**config.mk**
```make
export PLATFORM = sky130hd
export DESIGN_NAME = apmss_top
export DESIGN_NICKNAME = d
export VERILOG_FILES = /design/src/verilog/apmss_clk_class.v /design/src/verilog/apmss_top.v
export VERILOG_INCLUDE_DIRS = /design/src /design/src/verilog
export SDC_FILE = /design/constraint.sdc
export NUM_CORES = 1
export LEC_CHECK = 0
export BUFFER_PORTS_ARGS = -buffer_cell sky130_fd_sc_hd__buf_2
export CORE_MARGIN = 2
export CORE_UTILIZATION = 40
export DETAILED_ROUTE_END_ITERATION = 10
export GPL_TIMING_DRIVEN = 0
export HOLD_SLACK_MARGIN = 0.12
export PLACE_DENSITY_LB_ADDON = 0.2
export SLEW_MARGIN = 0
export SYNTH_ARGS = -nofsm -noshare
export SYNTH_HDL_FRONTEND = slang
export SYNTH_SLANG_ARGS = --single-unit
```
**constraint.sdc**
```tcl
create_clock -name clk_sys -period 4.4 [get_ports clk_sys]
set_clock_uncertainty 0.1 [all_clocks]
set_input_delay 0 -clock clk_sys [delete_from_list [all_inputs] [get_ports clk_sys]]
set_output_delay 0 -clock clk_sys [all_outputs]
set_load 0.01 [all_outputs]
```
**src/verilog/apmss_regs.vh**
```
// Register map, field positions and codes of the audio port mute source select block.
`ifndef APMSS_REGS_VH
`define APMSS_REGS_VH
`define APMSS_SEL_ADDR 32'h40000020
`define APMSS_CLKCLS_ADDR 32'h40000024
`define APMSS_CLKCTL_ADDR 32'h40000028
`define APMSS_SEL_LSB 0
`define APMSS_SEL_MSB 2
`define APMSS_SEL_RESET 3'h0
`define APMSS_CODE_ZERO 3'h0
`define APMSS_CODE_SD7 3'h1
`define APMSS_CODE_SD8 3'h2
`define APMSS_CODE_SD9 3'h3
`define APMSS_CODE_HFCLK 3'h4
`define APMSS_CODE_SPI0_SIMO 3'h5
`define APMSS_CODE_SPI0_CS 3'h6
`define APMSS_CODE_SPI0_ENA 3'h7
`define APMSS_CLS_INTERNAL 2'h0
`define APMSS_CLS_EXT_IN 2'h1
`define APMSS_CLS_EXT_OUT 2'h2
`define APMSS_CLS_INVALID 2'h3
`define APMSS_CTL_TX_MODE 0
`define APMSS_CTL_TX_DIR 1
`define APMSS_CTL_RX_MODE 2
`define APMSS_CTL_RX_DIR 3
`define APMSS_CTL_LSB 0
`define APMSS_CTL_MSB 3
`define APMSS_CTL_RESET 4'h0
`define APMSS_RDATA_RESET 32'h00000000
`endif

```
**src/verilog/apmss_clk_class.v**
```verilog
// Classifier of one bit clock from its clock-mode bit and its pin direction.
`timescale 1ns/1ns
`default_nettype none
`include "apmss_regs.vh"
module apmss_clk_class (
  input wire clk_mode,
  input wire pin_dir,
  output reg [1:0] cls
);
  // Mode set with an input pin is not a documented class and is flagged apart.
  always @* begin
    case ({clk_mode, pin_dir})
      2'h3: cls = `APMSS_CLS_INTERNAL;
      2'h0: cls = `APMSS_CLS_EXT_IN;
      2'h1: cls = `APMSS_CLS_EXT_OUT;
      default: cls = `APMSS_CLS_INVALID;
    endcase
  end
endmodule // apmss_clk_class
`default_nettype wire

```
**src/verilog/apmss_top.v**
```verilog
// APB register slave, mute source multiplexer and bit clock classes for audio port 2.
//
// How it works
// RQ1 - Three-bit read/write selector in low register bits, reset to zero.
// RQ2 - Upper bits reserved; they read as zero, writes to them are dropped.
// RQ3 - Code 000 drives the mute input with constant zero.
// RQ4 - Codes 001-011 route port 0 serial data pins 7, 8, 9.
// RQ5 - Code 100 routes port 2 receive high-frequency clock pin.
// RQ6 - Codes 101-111 route SPI0 slave-in, chip-select, enable pins.
// RQ7 - Without port 2 present, the selector reads zero and has no effect.
// RQ8 - Transmit bit clock classed from mode bit and pin direction.
// RQ9 - Receive bit clock classed from mode bit and pin direction.
// RQ10 - Mute input follows the selector combinationally, no enable needed.
//
// Local design decision: the APB interface to the registers.
`timescale 1ns/1ns
`default_nettype none
`include "apmss_regs.vh"
module apmss_top #(
  parameter PORT2_PRESENT = 1
) (
  input wire clk_sys,
  input wire srst,
  input wire psel,
  input wire penable,
  input wire pwrite,
  input wire [31:0] paddr,
  input wire [31:0] pwdata,
  output wire pready,
  output wire pslverr,
  output reg [31:0] prdata,
  input wire [2:0] serial_data_pins_port0,
  input wire rx_hifreq_clock_port2,
  input wire spi0_simo,
  input wire spi0_cs,
  input wire spi0_ena,
  output reg mute_in_port2,
  output wire [1:0] tx_clock_class,
  output wire [1:0] rx_clock_class
);
  // Register state and its next values.
  reg [2:0] mute_source_sel_r;
  reg [2:0] mute_source_sel_nxt;
  reg [3:0] clk_ctl_r;
  reg [3:0] clk_ctl_nxt;
  reg [1:0] tx_class_r;
  reg [1:0] rx_class_r;
  reg [31:0] rdata_nxt;
  reg [2:0] sel_eff;

  // Bus phase and address decode.
  wire setup_phase;
  wire access_phase;
  wire rd_setup;
  wire wr_access;
  wire hit_sel;
  wire hit_cls;
  wire hit_ctl;
  wire hit_any;
  wire wr_sel;
  wire wr_ctl;
  wire port2_on;
  wire [1:0] tx_class_nxt;
  wire [1:0] rx_class_nxt;

  assign setup_phase = psel & ~penable;
  assign access_phase = psel & penable;
  assign rd_setup = setup_phase & ~pwrite;
  assign wr_access = access_phase & pwrite;

  assign hit_sel = (paddr == `APMSS_SEL_ADDR);
  assign hit_cls = (paddr == `APMSS_CLKCLS_ADDR);
  assign hit_ctl = (paddr == `APMSS_CLKCTL_ADDR);
  assign hit_any = hit_sel | hit_cls | hit_ctl;

  // The class status register is read only, so only two registers take writes.
  assign wr_sel = wr_access & hit_sel;
  assign wr_ctl = wr_access & hit_ctl;

  // Zero wait states; an unmapped address answers with an error and changes nothing.
  assign pready = 1'b1;
  assign pslverr = access_phase & ~hit_any;

  // A variant without port 2 keeps the selector at its reset value.
  assign port2_on = (PORT2_PRESENT != 0);

  // Bits above the selector are reserved and never stored.
  always @* begin
    mute_source_sel_nxt = mute_source_sel_r;
    if (wr_sel && port2_on) begin
      mute_source_sel_nxt = pwdata[`APMSS_SEL_MSB:`APMSS_SEL_LSB]; // [RQ1] [RQ2] [RQ7]
    end
  end

  always @* begin
    clk_ctl_nxt = clk_ctl_r;
    if (wr_ctl) begin
      clk_ctl_nxt = pwdata[`APMSS_CTL_MSB:`APMSS_CTL_LSB];
    end
  end

  // Read data is taken in the setup phase so it stands through the whole access phase.
  always @* begin
    rdata_nxt = prdata;
    if (rd_setup) begin
      if (hit_sel) begin
        rdata_nxt = {29'h0, mute_source_sel_r}; // [RQ2] [RQ7]
      end else if (hit_cls) begin
        rdata_nxt = {28'h0, rx_class_r, tx_class_r};
      end else if (hit_ctl) begin
        rdata_nxt = {28'h0, clk_ctl_r};
      end else begin
        rdata_nxt = `APMSS_RDATA_RESET;
      end
    end
  end

  // Classes are registered from the next control value, so they move together with it.
  // Control resets to mode 0 with an input pin, which is the external input class.
  always @(posedge clk_sys) begin
    if (srst) begin
      mute_source_sel_r <= `APMSS_SEL_RESET; // [RQ1]
      clk_ctl_r <= `APMSS_CTL_RESET;
      tx_class_r <= `APMSS_CLS_EXT_IN;
      rx_class_r <= `APMSS_CLS_EXT_IN;
      prdata <= `APMSS_RDATA_RESET;
    end else begin
      mute_source_sel_r <= mute_source_sel_nxt;
      clk_ctl_r <= clk_ctl_nxt;
      tx_class_r <= tx_class_nxt; // [RQ8]
      rx_class_r <= rx_class_nxt; // [RQ9]
      prdata <= rdata_nxt;
    end
  end

  assign tx_clock_class = tx_class_r;
  assign rx_clock_class = rx_class_r;

  always @* begin
    sel_eff = port2_on ? mute_source_sel_r : `APMSS_CODE_ZERO; // [RQ7]
  end

  // Pure mux: a selector change reaches the mute input at once, so glitches are possible.
  always @* begin
    case (sel_eff) // [RQ10]
      `APMSS_CODE_ZERO: mute_in_port2 = 1'b0; // [RQ3]
      `APMSS_CODE_SD7: mute_in_port2 = serial_data_pins_port0[0]; // [RQ4]
      `APMSS_CODE_SD8: mute_in_port2 = serial_data_pins_port0[1]; // [RQ4]
      `APMSS_CODE_SD9: mute_in_port2 = serial_data_pins_port0[2]; // [RQ4]
      `APMSS_CODE_HFCLK: mute_in_port2 = rx_hifreq_clock_port2; // [RQ5]
      `APMSS_CODE_SPI0_SIMO: mute_in_port2 = spi0_simo; // [RQ6]
      `APMSS_CODE_SPI0_CS: mute_in_port2 = spi0_cs; // [RQ6]
      `APMSS_CODE_SPI0_ENA: mute_in_port2 = spi0_ena; // [RQ6]
      default: mute_in_port2 = 1'b0;
    endcase
  end

  apmss_clk_class apmss_clk_class_inst ( // [RQ8]
    .clk_mode(clk_ctl_nxt[`APMSS_CTL_TX_MODE]),
    .pin_dir(clk_ctl_nxt[`APMSS_CTL_TX_DIR]),
    .cls(tx_class_nxt)
  );

  apmss_clk_class apmss_clk_class_rx_inst ( // [RQ9]
    .clk_mode(clk_ctl_nxt[`APMSS_CTL_RX_MODE]),
    .pin_dir(clk_ctl_nxt[`APMSS_CTL_RX_DIR]),
    .cls(rx_class_nxt)
  );
endmodule // apmss_top
`default_nettype wire
```
==> impl_metrics.csv, run 1 <==
group,metric,value,unit
detailed_routing,vias_per_cell,4.39,
worst_setup_path,reg2reg_setup_slack,2.76,ns
global_routing,overflow,0,
layout,nFillCells,272,
yosys,synth-seq-cells,15,
worst_setup_path,endpoint_kind,"flip-flop",
layout,diodes,0,
worst_setup_path,cp.arrival,3.18,ns
detailed_routing,routedWlPerCell,10.8,µm
worst_setup_path,crit_path_max_fanout,3,
floorplan,io_pins,115,
placed_design,place_congestion,0.846,
power,p_per_area,159,nW/µm²
hold_path,hold_path_depth,5,
clocking,clk_pin_slew,0.08,ns
global_routing,grt_pass1_wl,4.57,mm
clocking,cts_max_level,1,
global_routing,first_global_vias,1124,
yosys,synth_xor_area_frac,0.0279,
yosys,synth_top_family_by_area,"simple AND/OR/NAND/NOR gates",
global_routing,grt_max_degree,11,
clocking,cts_buffers,3,
yosys,synthSimpleGateAreaFrac,0.291,
floorplan,initial_core_util,0.414,
hold_path,hp-start,"paddr[8]",
clocking,post_cts_resized,0,
yosys,synthesis.area,1250,µm²
yosys,ys_types,34,
floorplan,die_h,60.0,µm
yosys,synth-compound-area-share,0.0729,
worst_setup_path,cp.required,4.53,ns
worst_setup_path,cpMostUsedCell,"dlygate4sd3_1",
yosys,synth-adder-area-share,0,
clocking,clock_sinks,15,
floorplan,dieWidth,60.0,µm
power,peakVddDrop,0.161,mV
worst_setup_path,rr_worst_depth,4,
clocking,cts-root-buf,"clkbuf_4",
worst_setup_path,slowest_stage,"nor4_1",
power,p_leak,0.911,nW
yosys,syn_inst,127,
floorplan,core,3030,µm²
clocking,cts_tree,"done",
detailed_routing,drc,0,
worst_setup_path,rr_startpoint,"clk_ctl_r[3]",
detailed_routing,ant_nets,0,
layout,finish.net_count,309,
layout,drive_above_1_share,0.478,
clocking,clk_latency,0.29,ns
sta,worstMarginPinSlew,0.844,ns
sta,fin_crit,3.05,ns
flow_run,cap_violations,0,
placed_design,port-buffer-count,55,
global_routing,antenna_found_initial,0,
detailed_routing,num_vias,1212,
detailed_routing,drt_iter0_drc,22,
clocking,clk_path_buf_depth,2,
placed_design,dp_hpwl,2.50,mm
floorplan,die_area,3600,µm²
sta,fin_ws,1.35,ns
placed_design,placed_cells,253,
yosys,ys_seq_area_frac,0.240,
run_status,outcome,"finished, final reports clean",
clocking,hold_buffers,19,
worst_setup_path,crit_chain,"dlygate4sd3_1, buf_2, nor4b_4, dlygate4sd3_1, nand4_2, nor4_1, mux2i_1, dlygate4sd3_1",
detailed_routing,routed_wl,2.99,mm
worst_setup_path,startpoint_type,"input pin",
sta,fin_crit_sh,0.693,
yosys,syn_area_per_cell,9.87,µm²
worst_setup_path,cpPeakStageDelay,0.76,ns
yosys,synthMuxAreaShare,0.154,
sta,finalHoldViolations,0,
sta,slew_violations,0,
sta,fin_setup_tns,0,ns
yosys,ys.warnings.count,0,
hold_path,min_to,"prdata[0]",
layout,instances_no_fill,276,
floorplan,row_count,20,
global_routing,grtUsageTotal,0.167,
placed_design,dp_slack,2.45,ns
worst_setup_path,crit_type,"input pin to flip-flop",
sta,fmax,328,MHz
sta,maxSlewHeadroom,0.432,
sta,setup_viol,0,
clocking,post-cts-setup-buffers,0,
layout,areaGrowthSynthToFinish,51.7,%
detailed_routing,first_pass_iters,4,
worst_setup_path,r2r_end,"prdata[3]",
hold_path,hp-class,"input pin to flip-flop",
sta,grt_setup_unrepaired,"false",
flip-flops by register name, indices dropped and copies added, names as in the netlist:
signal / cells
prdata: 4
rx_clock_class: 2
tx_clock_class: 2
mute_source_sel_r: 3
clk_ctl_r: 4
synthesized netlist by cell type:
library cell,count,share of area
clkbuf_8,1,0.011
or2b_2,4,0.028
and4_2,1,0.0080
buf_4,29,0.17
buf_6,2,0.018
a31oi_1,1,0.0050
mux2i_1,11,0.088
nand3_1,1,0.0040
a21oi_1,5,0.020
nor2b_1,1,0.0050
xnor2_1,4,0.028
nor4_1,1,0.0050
nor4_4,4,0.068
nand2b_1,7,0.035
o2bb2ai_1,3,0.021
nor2_1,5,0.015
nand4_2,1,0.010
dfxtp_1,15,0.24
conb_1,2,0.0060
mux2_4,4,0.048
a21o_1,1,0.0060
nand2_1,6,0.018
a211oi_1,1,0.0060
and4_1,1,0.0070
nor4b_4,1,0.019
o2111ai_1,1,0.0070
a211o_2,1,0.0080
or3b_2,1,0.0070
inv_1,2,0.0060
nor4_2,2,0.020
nor4b_2,1,0.012
nand4_1,5,0.025
nor3b_1,1,0.0060
mux4_2,1,0.018
power breakdown:
part	leakage, nW	switching (mW)	internal, mW
clock network	0.0150	0.0426	0.0353
registers	0.121	0.00000000000549	0.136
logic	0.776	0.0388	0.0506
total	0.911	0.0814	0.222
per-layer routing:
layer,vias up,global-route usage,share of wire
met5,-,0,0
met4,0,0.0762,0.026
met1,535,0.180,0.37
met2,58,0.309,0.51
li1,610,-,-
met3,9,0.0303,0.093
cell usage in the layout, fill, tap and decap left out, types with 2 or more instances in the layout:
cell and n:
nand4_1 5, nor4_2 2, o2bb2ai_1 3, inv_1 2
buf_6 2, nor4_4 4, nand2b_1 7, conb_1 29
dlygate4sd3_1 19, buf_2 55, clkbuf_4 3, or2b_2 4
xnor2_1 4, mux2i_1 11, mux2_4 4, nor2_1 5
buf_4 29, a21oi_1 5, nand2_1 6, dfxtp_1 15
area by class of cell:
cell class,count,area (µm²),share of cell area
Inverter,2,7.51,0.00395
Multi-Input combinational cell,105,793,0.417
Clock buffer,4,26.3,0.0138
Tap cell,44,55.1,0.0289
Buffer,32,254,0.134
Timing Repair Buffer,74,465,0.245
Sequential cell,15,300,0.158
how the worst max path moves through the flow:
stage,startpoint,slack [ns],to
floorplan,paddr[18],2.80,rx_clock_class[0]
global placement,paddr[9],2.50,tx_clock_class[1]
detailed placement,paddr[9],2.45,tx_clock_class[1]
CTS,paddr[27],1.35,prdata[3]
global route,paddr[27],1.17,mute_source_sel_r[2]
finish,paddr[27],1.35,mute_source_sel_r[2]
critical path, delay by kind of cell:
kind / cells / cell delay, ns
buf+inv: 4 / 1.82
simple gates: 3 / 1.10
mux: 1 / 0.25
cell families (layout without fill, tap and decap cells):
kind of cell / count (synthesis) / after routing
simple gates: 43 / 43
other cells: 2 / 29
flops: 15 / 15
buf+inv: 34 / 112
mux: 16 / 16
compound gates: 13 / 13
xor+xnor: 4 / 4
per-stage QoR:
step	utilization	power, mW	cell area (µm²)	hold WS [ns]
2_1_floorplan	-	0.189	1360	-0.00950
3_5_place_dp	0.557	0.219	1690	0.226
4_1_cts	0.628	0.305	1900	0.120
5_1_grt	0.628	0.319	1900	0.147
6_report	0.628	0.303	1900	0.117
3_3_place_gp	0.557	0.217	1690	0.206
No activity file was read; power rests on OpenSTA's default activity.
==> run 2, diff against run 1 <==
ABC_AREA = 1   (was not set)
CORE_UTILIZATION = 35   (was 40)
clock period = 2.8 ns   (was 4.4 ns; I/O delays follow)
==> run 2 against run 1 <==
Net effect:
- sequential cell count unchanged
- synthesized area grew 8.6%
- utilization decreased by 11 points
- wire length decreased by 1.2%
- non-clock buffer count decreased by 13
- clock-buffer cell count stayed put
- sequential share of layout area down 0.17 points
- cell count grew 37%
- clock power up 120%
- synthesized cell count grew 85%
- combinational power increased by 52%
- setup slack lost 0.17 ns
==> impl_metrics.csv, run 2 <==
group,metric,value,unit
run_status,outcome,"finished, final reports clean",
detailed_routing,first_pass_iters,4,
yosys,synth_common_cells,"56 x nand2_1, 48 x nor2_1, 36 x inv_1, 29 x buf_4, 15 x dfxtp_1",
yosys,async_flop_share,0,
hold_path,hold_path_depth,5,
hold_path,min_to,"clk_ctl_r[2]",
layout,post-route-util,0.521,
worst_setup_path,endpoint_kind,"flip-flop",
power,p_leak,1.13,nW
detailed_routing,drc,0,
clocking,cts-root-buf,"clkbuf_8",
clocking,clk_pin_slew,0.06,ns
sta,finalHoldViolations,0,
yosys,ys.flop_type,"dfxtp_1",
detailed_routing,num_vias,1495,
global_routing,grtUsageTotal,0.149,
hold_path,hp-class,"input pin to flip-flop",
placed_design,port-buffer-count,57,
yosys,synth-seq-cells,15,
layout,seq_area,300,µm²
floorplan,die_area,4400,µm²
hold_path,hp-start,"penable",
power,clockPowerShare,0.325,
sta,fmax,618,MHz
power,power,519,µW
placed_design,placed_cells,367,
placed_design,dp_slack,1.50,ns
sta,setup_viol,0,
power,peakVddDrop,0.258,mV
power,seqPwrFrac,0.414,
worst_setup_path,reg2reg_setup_slack,1.79,ns
detailed_routing,drt_iter0_drc,34,
layout,drive_above_1_share,0.315,
power,netSwitchingFraction,0.258,
yosys,ys_top_cells_by_area,"dfxtp_1 22%, buf_4 16%, nand2_1 15%, nor2_1 13%, inv_1 9.9%",
global_routing,met2_usage,0.271,
layout,multi_input_area,797,µm²
floorplan,die_h,66.4,µm
sta,slew_violations,0,
global_routing,grt_use_met3,0.0358,
layout,diodes,0,
layout,finish.net_count,407,
global_routing,grt_pass1_wl,5.30,mm
global_routing,grt_max_degree,9,
yosys,yosysTopAreaCell,"dfxtp_1",
layout,instances_no_fill,378,
detailed_routing,routed_wl,2.96,mm
power,p_switching,134,µW
worst_setup_path,cp.arrival,1.67,ns
clocking,cts_max_level,1,
global_routing,overflow,0,
sta,fin_setup_tns,0,ns
worst_setup_path,r2r_end,"prdata[1]",
yosys,ys_seq_area_frac,0.221,
clocking,post-cts-setup-buffers,0,
power,p_per_area,270,nW/µm²
worst_setup_path,rr_startpoint,"mute_source_sel_r[1]",
floorplan,dieWidth,66.4,µm
global_routing,first_global_vias,1371,
sta,fin_ws,1.18,ns
sta,fin_crit,1.62,ns
layout,layout_common_cells,"57 x buf_2, 56 x nand2_1, 48 x nor2_1, 36 x inv_1",
yosys,synth_edf_count,0,
sta,fin_crit_sh,0.578,
clocking,clk_latency,0.24,ns
yosys,ys.warnings.count,0,
yosys,syn_area_per_cell,5.79,µm²
clocking,clk_path_buf_depth,2,
detailed_routing,vias_per_cell,3.96,
clocking,cts_tree,"done",
worst_setup_path,cp.required,2.85,ns
placed_design,dp_hpwl,2.60,mm
yosys,synth.most_common_cell,"nand2_1",
worst_setup_path,crit_path_start,"pwrite",
yosys,syn_inst,235,
power,internal_power,385,µW
yosys,ys_types,23,
layout,reg_top3,"clk_ctl_r x4, prdata x4, mute_source_sel_r x3",
worst_setup_path,crit_path_max_fanout,2,
floorplan,row_count,22,
layout,final_common_cell,"buf_2",
layout,nFillCells,424,
yosys,yosysTopAreaCellShare,0.221,
clocking,cts_buffers,3,
detailed_routing,ant_nets,0,
layout,areaGrowthSynthToFinish,41.3,%
global_routing,busiest_layer,"met2",
floorplan,io_pins,115,
global_routing,gr-usage-met1,0.172,
worst_setup_path,startpoint_type,"input pin",
floorplan,core,3690,µm²
worst_setup_path,rr_worst_depth,4,
yosys,synthesis.area,1360,µm²
flow_run,cap_violations,0,
power,pwr-share-comb,0.261,
floorplan,initial_core_util,0.369,
sta,grt_setup_unrepaired,"false",
detailed_routing,routedWlPerCell,7.82,µm
worst_setup_path,crit_type,"input pin to flip-flop",
placed_design,place_congestion,0.760,
global_routing,antenna_found_initial,0,
clocking,clock_sinks,15,
run 2: changes by cell type after synthesis, sizes merged, moves of 7 or more:
cell	change
nand2	+52
nor2	+49
inv	+36
nand3	+15
mux2i	-11
nand2b	-7
run 2: per-stage QoR:
| stage | cell area, µm² | hold WS (ns) |
|---|---|---|
| after floorplan | 1460 | -0.0309 |
| after global placement | 1810 | 0.154 |
| after detailed placement | 1810 | 0.160 |
| after CTS | 1920 | 0.138 |
| after global routing | 1920 | 0.145 |
| final | 1920 | 0.143 |
run 2: power groups by stage:
stage / sequential (mW) / combinational [mW] / clock (mW)
after floorplan: 0.219 / 0.0805 / 0
after global placement: 0.219 / 0.126 / 0
after detailed placement: 0.219 / 0.127 / 0
after CTS: 0.214 / 0.135 / 0.175
after global routing: 0.214 / 0.154 / 0.189
final: 0.215 / 0.136 / 0.168
run 2: cell families after synthesis:
logic type             after synthesis  share of synthesized area
AND/OR/NAND/NOR                    132                      0.434
buffers and inverters               68                      0.268
AO/OA/AOI/OAI                       18                     0.0717
flip-flops                          15                      0.221
other                                2                    0.00552
run 2: per-layer routing:
metal / vias to the layer above / share of wire
met1: 601 / 0.42
met4: 0 / 0.012
li1: 841 / -
met3: 4 / 0.073
met5: - / 0
met2: 49 / 0.49
run 2: worst max path at each step:
stage / cells past startpoint / endpoint / slack (ns)
after CTS: 7 / prdata[3] / 1.17
final: 7 / prdata[3] / 1.18
after global routing: 7 / prdata[3] / 1.06
after detailed placement: 11 / rx_clock_class[1] / 1.50
after floorplan: 10 / rx_clock_class[1] / 1.74
after global placement: 11 / rx_clock_class[1] / 1.52
run 2: worst max-delay path: stages:
cell	delay [ns]
dlygate4sd3_1	0.53
buf_2	0.13
nor3_1	0.22
dlygate4sd3_1	0.61
nand3_1	0.09
nand2_1	0.06
inv_1	0.03
run 2: layout make-up:
cell class	count	share of cell area
multi-input cells	179	0.414
plain buffers	29	0.113
flip-flops and latches	15	0.156
clock buffers	4	0.0234
inverters	39	0.0768
repair buffers	64	0.185
well taps	48	0.0312
run 2: repair_timing:
item,CTS,global route
hold buffers,7,0
endpoints found under the hold margin,15,0
endpoints found under the setup margin,0,0
resized for setup,0,0
==> run 3, diff against run 2 <==
ABC_AREA = 0   (was 1)
CORE_UTILIZATION = 37   (was 35)
clock period = 1.6 ns   (was 2.8 ns; I/O delays follow)
==> run 3 against run 2 <==
Net effect:
- global-route usage about the same
- die area down 12%
- via count down 23%
- sequential share of layout area up 0.72 points
- clock power up 23%
- critical path depth down 4
- power up 59%
- clock-buffer cell count unchanged
- first-iteration DRC count down 50%
- setup slack worse by 1.1 ns
- register-to-register slack worse by 1.4 ns
- critical endpoint is now mute_in_port2
==> impl_metrics.csv, run 3 (synthesis gave the netlist of run 1 again) <==
group,metric,value,unit
clocking,clk_path_buf_depth,2,
floorplan,dieWidth,62.2,µm
worst_setup_path,cp.arrival,1.45,ns
clocking,cts_tree,"done",
layout,drive_above_1_share,0.511,
worst_setup_path,critPathTopFamily,"multiplexers",
global_routing,grt_max_degree,11,
detailed_routing,drc,0,
detailed_routing,num_vias,1145,
floorplan,initial_core_util,0.382,
layout,diodes,0,
worst_setup_path,timing.critical_path.buf_inv,1,
power,peakVddDrop,0.297,mV
hold_path,hold_path_depth,5,
placed_design,place_congestion,0.749,
clocking,clk_pin_slew,0.08,ns
hold_path,hp-class,"input pin to flip-flop",
detailed_routing,vias_per_cell,4.23,
sta,fin_crit,1.55,ns
global_routing,first_global_vias,1164,
layout,areaGrowthSynthToFinish,48.5,%
worst_setup_path,cpPeakStageDelay,0.49,ns
layout,reg_top3,"clk_ctl_r x4, prdata x4, mute_source_sel_r x3",
worst_setup_path,rr_startpoint,"clk_ctl_r[3]",
detailed_routing,first_pass_iters,4,
global_routing,grtUsageTotal,0.149,
detailed_routing,routed_wl,2.91,mm
power,p_per_area,442,nW/µm²
worst_setup_path,r2r_end,"rx_clock_class[0]",
detailed_routing,drt_iter0_drc,17,
clocking,cts_max_level,1,
floorplan,die_h,62.2,µm
clocking,clk_latency,0.27,ns
clocking,clock_sinks,15,
worst_setup_path,rr_worst_depth,2,
layout,layout_common_cells,"55 x buf_2, 29 x buf_4, 29 x conb_1, 14 x dfxtp_1, 11 x mux2i_1",
layout,finish.net_count,302,
sta,fmax,644,MHz
worst_setup_path,crit_chain,"mux4_2, a21o_1, buf_2",
worst_setup_path,reg2reg_setup_slack,0.40,ns
detailed_routing,ant_nets,0,
sta,grt_setup_unrepaired,"false",
placed_design,port-buffer-count,55,
global_routing,overflow,0,
worst_setup_path,endpoint_kind,"output port",
layout,final_common_cell,"buf_2",
sta,slew_violations,0,
worst_setup_path,cp.required,1.50,ns
sta,setup_viol,0,
power,p_leak,0.881,nW
global_routing,grt_pass1_wl,4.85,mm
floorplan,core,3280,µm²
floorplan,die_area,3870,µm²
floorplan,io_pins,115,
sta,fin_crit_sh,0.970,
floorplan,row_count,21,
worst_setup_path,startpoint_type,"flip-flop",
run_status,outcome,"finished, final reports clean",
global_routing,antenna_found_initial,0,
clocking,cts-root-buf,"clkbuf_4",
hold_path,min_to,"mute_source_sel_r[0]",
hold_path,hp-start,"paddr[23]",
worst_setup_path,crit_path_max_fanout,5,
detailed_routing,routedWlPerCell,10.7,µm
sta,fin_setup_tns,0,ns
power,power,823,µW
placed_design,dp_hpwl,2.46,mm
sta,finalHoldViolations,0,
worst_setup_path,crit_type,"flip-flop to output port",
clocking,cts_buffers,3,
worst_setup_path,slowest_stage,"mux4_2",
flow_run,cap_violations,0,
[run 3: worst reg2reg max path: stages, from the launching register on]
cell and delay (ns):
dfxtp_1 0.41, or2b_2 0.32, mux2_4 0.27
[run 3: where the power goes]
| part | internal (mW) | total, mW | switching (mW) | leakage [nW] |
|---|---|---|---|---|
| registers | 0.371 | 0.371 | 0.0000000000150 | 0.122 |
| clock network | 0.0965 | 0.207 | 0.110 | 0.0150 |
| logic | 0.137 | 0.245 | 0.108 | 0.744 |
| total | 0.604 | 0.823 | 0.219 | 0.881 |
[run 3: metal layers]
| metal | vias to the layer above | global-route usage | routed length [µm] |
|---|---|---|---|
| li1 | 591 | - | - |
| met3 | 2 | 0.0471 | 268 |
| met5 | - | 0 | 0 |
| met2 | 53 | 0.283 | 1490 |
| met1 | 499 | 0.159 | 1140 |
| met4 | 0 | 0.0389 | 10 |
[run 3: what timing repair did]
item,4_1_cts,5_1_grt
resized for setup,1,4
setup endpoints to repair,5,5
hold buffers,10,1
buffers inserted,1,0
pin swaps,1,1
hold endpoints to repair,15,3
[run 3: through the flow]
stage | utilization | instances | setup WS (ns) | cell area (µm²) | hold slack [ns]
2_1_floorplan | - | 154 | -0.00389 | 1360 | -0.00950
6_report | 0.567 | 271 | 0.0480 | 1860 | 0.110
5_1_grt | 0.567 | 271 | 0.00103 | 1860 | 0.133
3_3_place_gp | 0.514 | 255 | -0.304 | 1690 | 0.206
3_5_place_dp | 0.514 | 255 | -0.315 | 1690 | 0.215
4_1_cts | 0.559 | 270 | 0.0109 | 1840 | 0.0275
[run 3: cell type report]
cell class                      count  area (µm²)
Tap cell                           46        57.6
Inverter                            2        7.51
Timing Repair Buffer               67         408
Buffer                             32         254
Fill cell                         303        1420
Multi-Input combinational cell    105         805
Sequential cell                    15         304
Clock buffer                        4        26.3
[run 3: worst max path at each step]
| stage | startpoint | endpoint | slack (ns) | cells past startpoint |
|---|---|---|---|---|
| finish | mute_source_sel_r[0] | mute_in_port2 | 0.05 | 3 |
| global route | mute_source_sel_r[0] | mute_in_port2 | 0.001 | 3 |
| CTS | mute_source_sel_r[0] | mute_in_port2 | 0.01 | 3 |
| detailed placement | paddr[13] | rx_clock_class[0] | -0.31 | 5 |
| global placement | paddr[18] | rx_clock_class[0] | -0.30 | 5 |
| floorplan | paddr[18] | rx_clock_class[0] | -0.004 | 4 |
